===== src/inc/sfb_params.svh =====
// Constants for the serial flash bus front end
`ifndef SFB_PARAMS_SVH
`define SFB_PARAMS_SVH
`define SFB_OP_NONE 8'h00
`define SFB_OP_SET_WL 8'h06
`define SFB_OP_CLR_WL 8'h04
`define SFB_OP_STAT_WR 8'h01
`define SFB_OP_STAT_LO 8'h05
`define SFB_OP_STAT_HI 8'h35
`define SFB_OP_READ 8'h03
`define SFB_OP_FAST 8'h0B
`define SFB_OP_DUAL_OUT 8'h3B
`define SFB_OP_DUAL_IO 8'hBB
`define SFB_OP_QUAD_OUT 8'h6B
`define SFB_OP_QUAD_WORD 8'hE7
`define SFB_OP_PAGE_PROG 8'h02
`define SFB_OP_QUAD_PROG 8'h32
`define SFB_OP_ERASE_4K 8'h20
`define SFB_OP_ERASE_32K 8'h52
`define SFB_OP_ERASE_64K 8'hD8
`define SFB_OP_CHIP_A 8'h60
`define SFB_OP_CHIP_B 8'hC7
`define SFB_OP_SLEEP 8'hB9
`define SFB_OP_WAKE 8'hAB
`define SFB_DUMMY_FAST 4'h8
`define SFB_DUMMY_MODE 4'h4
`define SFB_ARRAY_BYTES 22'h20_0000
`define SFB_BLOCK_BYTES 22'h01_0000
`define SFB_SECTOR_BYTES 22'h00_1000
`define SFB_SR_BP_LSB 2
`define SFB_SR_LOCK0 7
`define SFB_SR_LOCK1 0
`define SFB_SR_QUAD 1
`define SFB_SR_CMPL 6
`define SFB_PIN_IDLE 6'h10
`endif


===== src/inc/sfb_pkg.sv =====
// Types for the serial flash bus front end
`default_nettype none
package sfb_pkg;
   typedef enum logic [5:0] {
      ST_CMD = 6'h01, ST_ADDR = 6'h02, ST_DUMMY = 6'h04,
      ST_WDATA = 6'h08, ST_RDATA = 6'h10, ST_WAIT = 6'h20
   } sfb_st_t;
   typedef enum logic [2:0] {LANE1 = 3'h1, LANE2 = 3'h2, LANE4 = 3'h4} sfb_lane_t;
   typedef enum logic [1:0] {NX_WAIT = 2'h0, NX_RDATA = 2'h1, NX_WDATA = 2'h2} sfb_next_t;
   typedef enum logic [2:0] {
      REQ_PROG = 3'h0, REQ_ERASE_4K = 3'h1, REQ_ERASE_32K = 3'h2,
      REQ_ERASE_64K = 3'h3, REQ_ERASE_CHIP = 3'h4
   } sfb_kind_t;
   typedef struct packed {
      logic valid;
      sfb_kind_t kind;
      logic [20:0] addr;
      logic [7:0] data;
   } sfb_req_t;
   typedef struct packed {
      logic ok;
      logic use_addr;
      sfb_lane_t addr_lane;
      sfb_lane_t data_lane;
      logic [3:0] dummy;
      sfb_next_t nxt;
   } sfb_plan_t;
   typedef struct packed {
      logic [5:0] s1, s2, s3, filt;
      sfb_st_t st;
      logic [7:0] cmd;
      sfb_plan_t plan;
      logic [4:0] cnt;
      logic [23:0] addr;
      logic [7:0] sr, out_sr;
      logic [2:0] out_cnt;
      logic [3:0] io_out, io_oe;
      logic paused, write_enable_latch, sleep, cmp, qe;
      logic [4:0] bp;
      logic [1:0] lock, sw_cnt;
      logic [7:0] sw_b0, sw_b1;
      sfb_req_t req;
   } sfb_state_t;
endpackage : sfb_pkg
`default_nettype wire


===== src/core/sfb_core.sv =====
// Serial flash bus front end: transfer modes, hold, write latch, protection
`include "sfb_params.svh"
`default_nettype none
module sfb_core (
   // Clock, reset, enable
   input wire logic i_clk,
   input wire logic i_reset,
   input wire logic i_ce,
   // Serial pins
   input wire logic i_sclk,
   input wire logic i_cs_n,
   input wire logic [3:0] i_io,
   output logic [3:0] o_io,
   output logic [3:0] o_io_oe,
   // Array side
   input wire logic [7:0] i_rd_data,
   input wire logic i_busy,
   output logic [20:0] o_rd_addr,
   output sfb_pkg::sfb_req_t o_req,
   // Status
   output logic o_write_enable_latch,
   output logic o_quad_enable,
   output logic [4:0] o_protect_bits,
   output logic o_protect_complement,
   output logic [1:0] o_status_lock,
   output logic o_sleep,
   output logic o_paused
);
   sfb_pkg::sfb_state_t r, n;
   logic [5:0] f;
   logic [3:0] din;
   logic sclk_rise, sclk_fall, cs_hi, cs_rise, hw_lock;
   logic [7:0] opc, rbyte;
   logic [23:0] wsh;
   sfb_pkg::sfb_plan_t plan;

   // Shift lanes into a word, lowest lane last
   function automatic logic [23:0] shift_in(input logic [23:0] v,
                                            input sfb_pkg::sfb_lane_t l, input logic [3:0] d);
      case (l)
         sfb_pkg::LANE2: shift_in = {v[21:0], d[1:0]};
         sfb_pkg::LANE4: shift_in = {v[19:0], d};
         default: shift_in = {v[22:0], d[0]};
      endcase
   endfunction : shift_in

   // Clocks needed for a bit count on a lane width
   function automatic logic [4:0] clocks(input logic [4:0] bits, input sfb_pkg::sfb_lane_t l);
      case (l)
         sfb_pkg::LANE2: clocks = bits >> 1;
         sfb_pkg::LANE4: clocks = bits >> 2;
         default: clocks = bits;
      endcase
   endfunction : clocks

   // Top bits of a byte onto the output lines; single mode uses line 1
   function automatic logic [3:0] lanes_out(input logic [7:0] b, input sfb_pkg::sfb_lane_t l);
      case (l)
         sfb_pkg::LANE2: lanes_out = {2'h0, b[7:6]};
         sfb_pkg::LANE4: lanes_out = b[7:4];
         default: lanes_out = {2'h0, b[7], 1'b0};
      endcase
   endfunction : lanes_out

   // Lines driven for a lane width
   function automatic logic [3:0] lane_mask(input sfb_pkg::sfb_lane_t l);
      case (l)
         sfb_pkg::LANE2: lane_mask = 4'h3;
         sfb_pkg::LANE4: lane_mask = 4'hF;
         default: lane_mask = 4'h2;
      endcase
   endfunction : lane_mask

   // Byte left after sending one clock's worth
   function automatic logic [7:0] shift_out(input logic [7:0] b, input sfb_pkg::sfb_lane_t l);
      shift_out = b << l;
   endfunction : shift_out

   // Protected-region test for one array address
   function automatic logic prot(input logic [20:0] a, input logic [4:0] bp, input logic cm);
      logic [2:0] sh;
      logic [21:0] size;
      logic hit;
      sh = bp[4] ? (bp[2] ? 3'h3 : {1'b0, 2'(bp[1:0] - 2'h1)}) : 3'(bp[2:0] - 3'h1);
      size = (bp[4] ? `SFB_SECTOR_BYTES : `SFB_BLOCK_BYTES) << sh;
      if (bp[2:0] == 3'h0) begin
         hit = 1'b0;
      end else if (bp[2:1] == 2'h3) begin
         hit = 1'b1;
      end else if (!bp[3]) begin
         hit = {1'b0, a} >= (`SFB_ARRAY_BYTES - size);
      end else begin
         hit = {1'b0, a} < size;
      end
      prot = hit ^ cm;
   endfunction : prot

   // Opcode to transfer shape; refused opcodes become a silent wait
   function automatic sfb_pkg::sfb_plan_t plan_of(input logic [7:0] op, input logic qe,
                                                  input logic slp);
      sfb_pkg::sfb_plan_t p;
      p = '{ok: 1'b1, use_addr: 1'b0, addr_lane: sfb_pkg::LANE1,
            data_lane: sfb_pkg::LANE1, dummy: 4'h0, nxt: sfb_pkg::NX_WAIT};
      case (op)
         `SFB_OP_STAT_WR: p.nxt = sfb_pkg::NX_WDATA;
         `SFB_OP_STAT_LO, `SFB_OP_STAT_HI: p.nxt = sfb_pkg::NX_RDATA;
         `SFB_OP_READ: {p.use_addr, p.nxt} = {1'b1, sfb_pkg::NX_RDATA};
         `SFB_OP_FAST: {p.use_addr, p.dummy, p.nxt} = {1'b1, `SFB_DUMMY_FAST, sfb_pkg::NX_RDATA};
         `SFB_OP_DUAL_OUT: begin
            {p.use_addr, p.dummy, p.nxt} = {1'b1, `SFB_DUMMY_FAST, sfb_pkg::NX_RDATA};
            p.data_lane = sfb_pkg::LANE2;
         end
         `SFB_OP_DUAL_IO: begin
            {p.use_addr, p.dummy, p.nxt} = {1'b1, `SFB_DUMMY_MODE, sfb_pkg::NX_RDATA};
            {p.addr_lane, p.data_lane} = {sfb_pkg::LANE2, sfb_pkg::LANE2};
         end
         `SFB_OP_QUAD_OUT: begin
            {p.ok, p.use_addr, p.dummy} = {qe, 1'b1, `SFB_DUMMY_FAST};
            {p.data_lane, p.nxt} = {sfb_pkg::LANE4, sfb_pkg::NX_RDATA};
         end
         `SFB_OP_QUAD_WORD: begin
            {p.ok, p.use_addr, p.dummy} = {qe, 1'b1, `SFB_DUMMY_MODE};
            {p.addr_lane, p.data_lane} = {sfb_pkg::LANE4, sfb_pkg::LANE4};
            p.nxt = sfb_pkg::NX_RDATA;
         end
         `SFB_OP_PAGE_PROG: {p.use_addr, p.nxt} = {1'b1, sfb_pkg::NX_WDATA};
         `SFB_OP_QUAD_PROG: begin
            {p.ok, p.use_addr, p.nxt} = {qe, 1'b1, sfb_pkg::NX_WDATA};
            p.data_lane = sfb_pkg::LANE4;
         end
         `SFB_OP_ERASE_4K, `SFB_OP_ERASE_32K, `SFB_OP_ERASE_64K: p.use_addr = 1'b1;
         `SFB_OP_SET_WL, `SFB_OP_CLR_WL, `SFB_OP_CHIP_A, `SFB_OP_CHIP_B: p.ok = 1'b1;
         `SFB_OP_SLEEP, `SFB_OP_WAKE: p.ok = 1'b1;
         default: p.ok = 1'b0;
      endcase
      if (slp && op != `SFB_OP_WAKE) begin
         p.ok = 1'b0;
      end
      if (!p.ok) begin
         {p.use_addr, p.dummy, p.nxt} = {1'b0, 4'h0, sfb_pkg::NX_WAIT};
      end
      plan_of = p;
   endfunction : plan_of

   // State that follows the address phase
   function automatic sfb_pkg::sfb_st_t next_of(input sfb_pkg::sfb_plan_t p);
      if (p.dummy != 4'h0) begin
         next_of = sfb_pkg::ST_DUMMY;
      end else if (p.nxt == sfb_pkg::NX_RDATA) begin
         next_of = sfb_pkg::ST_RDATA;
      end else if (p.nxt == sfb_pkg::NX_WDATA) begin
         next_of = sfb_pkg::ST_WDATA;
      end else begin
         next_of = sfb_pkg::ST_WAIT;
      end
   endfunction : next_of

   // Pin filter: a bit rises only once stages two and three are both high, and falls as soon as either is low
   assign f = (r.s2 & r.s3) | (r.filt & ~(r.s2 ^ r.s3));
   assign din = f[3:0];
   assign sclk_rise = f[5] & ~r.filt[5];
   assign sclk_fall = ~f[5] & r.filt[5];
   assign cs_hi = f[4];
   assign cs_rise = f[4] & ~r.filt[4];
   // Write-protect pin only counts while it is not a data line
   assign hw_lock = r.lock[1] | (r.lock == 2'h1 & ~f[2] & ~r.qe);
   assign opc = {r.sr[6:0], din[0]};
   assign plan = plan_of(opc, r.qe, r.sleep);
   assign wsh = shift_in({16'h0000, r.sr}, r.plan.data_lane, din);
   assign rbyte = (r.cmd == `SFB_OP_STAT_LO) ? {r.lock[0], r.bp, r.write_enable_latch, i_busy} :
                  (r.cmd == `SFB_OP_STAT_HI) ? {1'b0, r.cmp, 4'h0, r.qe, r.lock[1]} : i_rd_data;

   // Next state of the whole front end
   always_comb begin
      n = r;
      n.req.valid = 1'b0;
      n.s1 = {i_sclk, i_cs_n, i_io};
      n.s2 = r.s1;
      n.s3 = r.s2;
      n.filt = f;
      if (cs_hi) begin
         // A select rise while paused only resets the interface
         if (cs_rise && !r.paused) begin
            case (r.cmd)
               `SFB_OP_SET_WL: n.write_enable_latch = 1'b1;
               `SFB_OP_CLR_WL: n.write_enable_latch = 1'b0;
               `SFB_OP_STAT_WR: begin
                  if (r.write_enable_latch && !hw_lock && r.sw_cnt != 2'h0) begin
                     n.bp = r.sw_b0[`SFB_SR_BP_LSB +: 5];
                     n.lock[0] = r.sw_b0[`SFB_SR_LOCK0];
                     if (r.sw_cnt == 2'h2) begin
                        n.lock[1] = r.sw_b1[`SFB_SR_LOCK1];
                        n.qe = r.sw_b1[`SFB_SR_QUAD];
                        n.cmp = r.sw_b1[`SFB_SR_CMPL];
                     end
                  end
                  n.write_enable_latch = 1'b0;
               end
               `SFB_OP_PAGE_PROG, `SFB_OP_QUAD_PROG: n.write_enable_latch = 1'b0;
               `SFB_OP_ERASE_4K, `SFB_OP_ERASE_32K, `SFB_OP_ERASE_64K: begin
                  if (r.st == sfb_pkg::ST_WAIT && r.write_enable_latch && !prot(r.addr[20:0], r.bp, r.cmp)) begin
                     n.req.valid = 1'b1;
                     n.req.kind = (r.cmd == `SFB_OP_ERASE_4K) ? sfb_pkg::REQ_ERASE_4K :
                                  (r.cmd == `SFB_OP_ERASE_32K) ? sfb_pkg::REQ_ERASE_32K :
                                  sfb_pkg::REQ_ERASE_64K;
                     n.req.addr = r.addr[20:0];
                  end
                  n.write_enable_latch = 1'b0;
               end
               `SFB_OP_CHIP_A, `SFB_OP_CHIP_B: begin
                  if (r.write_enable_latch && r.bp[2:0] == 3'h0 && !r.cmp) begin
                     n.req.valid = 1'b1;
                     n.req.kind = sfb_pkg::REQ_ERASE_CHIP;
                     n.req.addr = 21'h00_0000;
                  end
                  n.write_enable_latch = 1'b0;
               end
               `SFB_OP_SLEEP: n.sleep = 1'b1;
               `SFB_OP_WAKE: n.sleep = 1'b0;
               default: n.sleep = r.sleep;
            endcase
         end
         // Deselect returns the interface to its idle shape
         {n.st, n.cmd, n.cnt, n.sr} = {sfb_pkg::ST_CMD, `SFB_OP_NONE, 5'h00, 8'h00};
         {n.out_cnt, n.io_oe, n.paused, n.sw_cnt} = {3'h0, 4'h0, 1'b0, 2'h0};
      end else begin
         // Hold is a level test so deferred entry and exit fall out naturally
         if (!r.qe) begin
            if (!r.paused && !f[3] && !f[5]) begin
               n.paused = 1'b1;
            end else if (r.paused && f[3] && !f[5]) begin
               n.paused = 1'b0;
            end
         end
         // Pause touches no internal operation, only clock edges are dropped
         if (sclk_rise && !r.paused && !n.paused) begin
            case (r.st)
               sfb_pkg::ST_CMD: begin
                  n.sr = opc;
                  n.cnt = r.cnt + 5'h01;
                  if (r.cnt == 5'h07) begin
                     n.cnt = 5'h00;
                     n.plan = plan;
                     n.cmd = plan.ok ? opc : `SFB_OP_NONE;
                     n.st = plan.use_addr ? sfb_pkg::ST_ADDR : next_of(plan);
                  end
               end
               sfb_pkg::ST_ADDR: begin
                  n.addr = shift_in(r.addr, r.plan.addr_lane, din);
                  n.cnt = r.cnt + 5'h01;
                  if (r.cnt == clocks(5'h18, r.plan.addr_lane) - 5'h01) begin
                     n.cnt = 5'h00;
                     n.st = next_of(r.plan);
                  end
               end
               sfb_pkg::ST_DUMMY: begin
                  n.cnt = r.cnt + 5'h01;
                  if (r.cnt == {1'b0, r.plan.dummy} - 5'h01) begin
                     n.cnt = 5'h00;
                     n.st = sfb_pkg::ST_RDATA;
                  end
               end
               sfb_pkg::ST_WDATA: begin
                  n.sr = wsh[7:0];
                  n.cnt = r.cnt + 5'h01;
                  if (r.cnt == clocks(5'h08, r.plan.data_lane) - 5'h01) begin
                     n.cnt = 5'h00;
                     if (r.cmd == `SFB_OP_STAT_WR) begin
                        n.sw_b0 = (r.sw_cnt == 2'h0) ? wsh[7:0] : r.sw_b0;
                        n.sw_b1 = (r.sw_cnt == 2'h1) ? wsh[7:0] : r.sw_b1;
                        n.sw_cnt = (r.sw_cnt == 2'h2) ? r.sw_cnt : r.sw_cnt + 2'h1;
                     end else begin
                        if (r.write_enable_latch && !prot(r.addr[20:0], r.bp, r.cmp)) begin
                           n.req = '{valid: 1'b1, kind: sfb_pkg::REQ_PROG,
                                     addr: r.addr[20:0], data: wsh[7:0]};
                        end
                        n.addr[7:0] = r.addr[7:0] + 8'h01;
                     end
                  end
               end
               default: n.cnt = r.cnt;
            endcase
         end else if (sclk_fall && !r.paused && !n.paused && r.st == sfb_pkg::ST_RDATA) begin
            // New bits appear on the falling edge; the first one loads a byte
            n.io_oe = lane_mask(r.plan.data_lane);
            if (r.out_cnt == 3'h0) begin
               n.io_out = lanes_out(rbyte, r.plan.data_lane);
               n.out_sr = shift_out(rbyte, r.plan.data_lane);
               n.out_cnt = 3'(clocks(5'h08, r.plan.data_lane) - 5'h01);
               if (r.plan.use_addr) begin
                  n.addr = r.addr + 24'h00_0001;
               end
            end else begin
               n.io_out = lanes_out(r.out_sr, r.plan.data_lane);
               n.out_sr = shift_out(r.out_sr, r.plan.data_lane);
               n.out_cnt = r.out_cnt - 3'h1;
            end
         end
      end
   end

   // State register; reset leaves the latch clear
   always_ff @(posedge i_clk) begin
      if (i_reset) begin
         r <= '0;
         r.st <= sfb_pkg::ST_CMD;
         r.s1 <= `SFB_PIN_IDLE;
         r.s2 <= `SFB_PIN_IDLE;
         r.s3 <= `SFB_PIN_IDLE;
         r.filt <= `SFB_PIN_IDLE;
      end else if (i_ce) begin
         r <= n;
      end
   end

   // Outputs; the enable drops at once when a pause begins
   assign o_io = r.io_out;
   assign o_io_oe = r.io_oe & {4{~r.paused}};
   assign o_rd_addr = r.addr[20:0];
   assign o_req = r.req;
   assign o_write_enable_latch = r.write_enable_latch;
   assign o_quad_enable = r.qe;
   assign o_protect_bits = r.bp;
   assign o_protect_complement = r.cmp;
   assign o_status_lock = r.lock;
   assign o_sleep = r.sleep;
   assign o_paused = r.paused;
endmodule : sfb_core
`default_nettype wire


===== config.mk =====
export PLATFORM = sky130hd
export DESIGN_NAME = sfb_core
export DESIGN_NICKNAME = d
export VERILOG_FILES = /design/src/inc/sfb_pkg.sv /design/src/core/sfb_core.sv
export VERILOG_INCLUDE_DIRS = /design/src /design/src/inc
export SDC_FILE = /design/constraint.sdc
export NUM_CORES = 1
export LEC_CHECK = 0
export BUFFER_PORTS_ARGS = -buffer_cell sky130_fd_sc_hd__buf_4
export CAP_MARGIN = 0
export CORE_MARGIN = 2
export CORE_UTILIZATION = 40
export CTS_CLUSTER_SIZE = 12
export DETAILED_ROUTE_END_ITERATION = 10
export SLEW_MARGIN = 20
export SYNTH_ARGS = -nofsm -noshare
export SYNTH_HDL_FRONTEND = slang
export SYNTH_SLANG_ARGS = --single-unit

===== constraint.sdc =====
create_clock -name i_clk -period 5.2 [get_ports i_clk]
set_input_delay 1.56 -clock i_clk [delete_from_list [all_inputs] [get_ports i_clk]]
set_output_delay 1.56 -clock i_clk [all_outputs]
set_load 0.01 [all_outputs]

==> results.py <==
metrics = {
    "outcome": {
        "outcome": "completed",
    },
    "final_layout": {
        "antennaDiodeCount": 0,
        "multi_input_area_um2": 5900,
        "final_util_pct": 44.0,
        "fin_nets": 1309,
        "n_fill_cell": 2506,
        "areaGrowthSynthToFinish_pct": 9.10,
        "regArea_um2": 3120,
        "drive_gt1_share_pct": 11.6,
    },
    "min_path": {
        "hold_path_class": "reg -> reg",
    },
    "yosys": {
        "synthArstFlopShare_pct": 0,
        "netlist_instances": 1290,
        "synth_edf_count": 0,
        "synthAdderAreaFrac_pct": 4.72,
        "synth_xor_area_share_pct": 0.869,
        "yosys_warnings": 0,
        "synth-compound-area-share_pct": 21.5,
        "synth.area.mux_share_pct": 7.20,
        "synth_top_family_by_area": "simple AND/OR/NAND/NOR gates",
        "synth-simple-area-share_pct": 24.2,
        "ys.flop_type": "dfxtp_1",
        "ys_ff_latch": 156,
        "ys_seq_area_share_pct": 31.0,
        "synth_nets": 1346,
        "avgSynthCellArea_um2": 7.81,
        "synth_area_um2": 10100,
        "synth_cell_types": 77,
    },
    "placement": {
        "port_buffers": 91,
        "hpwlAfterDp_um": 20100,
        "pre_cts_slack_ns": 0.473,
        "gp_congestion": 0.915,
    },
    "sta": {
        "tightest_slew_ns": 1.01,
        "setup_ws_ns": 0.592,
        "rsz0062_at_grt": "false",
        "final.period_utilization_pct": 88.6,
        "period_minus_slack_ns": 4.61,
        "skew_ns": 0.0170,
        "final.setup.tns_ns": 0,
        "hold_violations": 0,
        "setup_violations": 0,
        "fmax_ghz": 0.217,
        "slew_viol_final": 0,
        "max_slew_margin_pct": 32.8,
    },
    "global_route": {
        "grt-ovfl-total": 0,
        "grt_max_degree": 98,
        "antenna_found_initial": 0,
        "grt_pass1_wl_um": 45000,
        "grt_pass1_vias": 8245,
        "grt_use_total_pct": 21.3,
    },
    "worst_setup_path": {
        "crit_buf_inv": 4,
        "cp-start-kind": "register",
        "path_cells": "inv_1 -> ha_1 -> and3_1 -> nand2_1 -> ha_1 -> inv_1 -> and3_1 -> a21oi_1 -> o22ai_1 -> a22o_1 -> ha_1 -> o211ai_1 -> a31oi_1 -> o221ai_1 -> a211o_1 -> a21oi_1 -> buf_4 -> a21o_1 -> buf_4 -> mux2i_1",
        "crit_type": "reg -> reg",
        "critPathMaxFanout": 24,
        "slowest_delay_ns": 0.46,
        "cp.required_ns": 5.56,
        "critPathMostFrequentCell": "ha_1",
        "slowest_stage": "ha_1",
        "arrival_ns": 4.97,
        "crit_path_end_kind": "register",
        "crit_family": "compound AO/OA/AOI/OAI gates",
    },
    "clock_network": {
        "cts_setup_buffers": 0,
        "path_clk_slew_ns": 0.06,
        "clkSinkCount": 156,
        "clk_latency_ns": 0.44,
        "cts_made_buffers": 17,
        "htreeDepth": 4,
        "clock_path_buffers": 2,
        "cts_root_buf": "clkbuf_16",
        "cts_tree": "yes",
    },
    "floorplanning": {
        "core_um2": 25000,
        "start_util_pct": 40.4,
        "die_w_um": 163,
        "ioPinCount": 92,
        "die_area_um2": 26500,
        "die_h_um": 163,
        "placementRows": 58,
    },
    "drt": {
        "routed-via-count": 9219,
        "wl_per_cell_um": 17.9,
        "drt_wl_total_um": 28500,
        "drtIter0Drc": 722,
        "ant_nets": 0,
        "drcViolationCount": 0,
        "viasPerCell": 5.78,
        "firstDrtPassIters": 6,
    },
    "pwr": {
        "ir_worst_vdd_uv": 172,
        "cellPowerDensity_nw_per_um2": 235,
        "p_leak_nw": 4.04,
    },
    "run": {
        "cap_violations": 0,
    },
}
synth_stat cells, types with 6 or more instances:
library cell | instances | share of area (%)
buf_2 | 8 | 0.40
buf_4 | 69 | 5.1
a22oi_1 | 29 | 2.2
o22ai_1 | 18 | 1.1
xnor2_1 | 6 | 0.52
nor2b_1 | 18 | 1.1
o21a_1 | 6 | 0.45
a21oi_1 | 84 | 4.2
o31ai_1 | 10 | 0.75
nor4_1 | 11 | 0.68
a31oi_1 | 12 | 0.75
clkbuf_1 | 71 | 2.6
o211ai_1 | 8 | 0.60
nand3b_1 | 13 | 0.97
o221ai_1 | 15 | 1.3
nand2_1 | 84 | 3.1
and3_1 | 11 | 0.68
dfxtp_1 | 156 | 31
and2_1 | 9 | 0.56
buf_1 | 10 | 0.37
ha_1 | 38 | 4.7
o22a_1 | 12 | 1.0
nand3_1 | 46 | 2.3
o21ai_0 | 51 | 2.5
or3_1 | 13 | 0.81
nor2_1 | 164 | 6.1
nand4_1 | 9 | 0.56
inv_1 | 45 | 1.7
nor3_1 | 28 | 1.4
a211oi_1 | 21 | 1.6
mux2i_1 | 68 | 6.8
nand2b_1 | 43 | 2.7
or4_1 | 12 | 0.89
o41ai_1 | 6 | 0.52
power breakdown:
group	leakage (nW)	total, mW	internal [mW]	switching, mW
combinational	2.50	0.120	0.0421	0.0783
clock	0.275	1.26	0.727	0.529
sequential	1.26	1.21	1.20	0.00795
total	4.04	2.59	1.97	0.615
layout by cell type (no fill, tap or decap), drive strengths merged, types with 18 or more instances in the layout:
cell and count:
ha 38, nor3 29, nor2 164, a22oi 29, o21ai 51, nor2b 18
buf 105, o22ai 18, clkbuf 21, nand3 46, nand2 84, dfxtp 156
mux2i 68, inv 48, nand2b 43, a211oi 21, a21oi 84
worst paths after layout:
path | startpoint | endpoint | depth (start not counted) | slack [ns]
max reg2reg | o_protect_bits[0]$_SDFFE_PP0P_ | o_req[27]$_SDFFE_PP0P_ | 20 | 0.59
max | o_protect_bits[0]$_SDFFE_PP0P_ | o_req[27]$_SDFFE_PP0P_ | 20 | 0.59
min | r[48]$_SDFFE_PP0P_ | o_status_lock[0]$_SDFFE_PP0P_ | 2 | 0.45
min reg2reg | r[48]$_SDFFE_PP0P_ | o_status_lock[0]$_SDFFE_PP0P_ | 2 | 0.45
per-stage QoR:
step,area (um^2),instances,hold slack (ns),total power [mW]
after floorplan,10100,1290,0.430,1.31
after global placement,10400,1564,0.439,1.36
after detailed placement,10400,1564,0.445,1.36
after CTS,11000,1596,0.453,2.61
after global routing,11000,1596,0.482,2.67
final,11000,1596,0.454,2.59
metal layers:
metal | wire length, um | vias to the layer above | part of all wire (%) | GRT usage [%]
met5 | 0 | - | 0 | 0
met4 | 871 | 0 | 3.1 | 8.69
met3 | 1660 | 48 | 5.8 | 3.46
met2 | 13000 | 331 | 46 | 33.7
met1 | 13000 | 4314 | 45 | 28.8
li1 | - | 4526 | - | -
logic make-up (layout without fill, tap and decap cells):
kind of cell	Yosys count	in the layout
AOI/OAI and AO/OA	323	323
xor gates and xnor gates	10	10
adders and majority gates	38	38
buffers and inverters	206	182
DFF	156	156
muxes	71	71
and+or+nand+nor	486	486
flip-flops by register name, summed over array words and instances (netlist names):
signal and cells:
o_quad_enable 1, o_write_enable_latch 1, o_status_lock 2, o_paused 1
o_rd_addr 21, o_req 33, o_sleep 1, o_protect_bits 5
o_protect_complement 1, r 67, o_io 4, n 12
opc 7
final cells by class:
cell class | count | share of cell area, %
multi-input cells | 928 | 53.7
well taps | 330 | 3.76
repair buffers | 105 | 7.29
clock buffers | 21 | 4.10
flip-flops and latches | 156 | 28.4
inverters | 45 | 1.54
clock inverters | 11 | 1.23
worst min-delay path, cell delays in order, from the launching register on:
cell	delay [ns]
dfxtp_1	0.31
inv_1	0.05
a211oi_1	0.05
repair_timing:
| action | 4_1_cts | 5_1_grt |
|---|---|---|
| resized for setup | 0 | 1 |
| setup endpoints to repair | 0 | 24 |
| hold buffers | 0 | 0 |
Power figures use the tool's default switching activity.
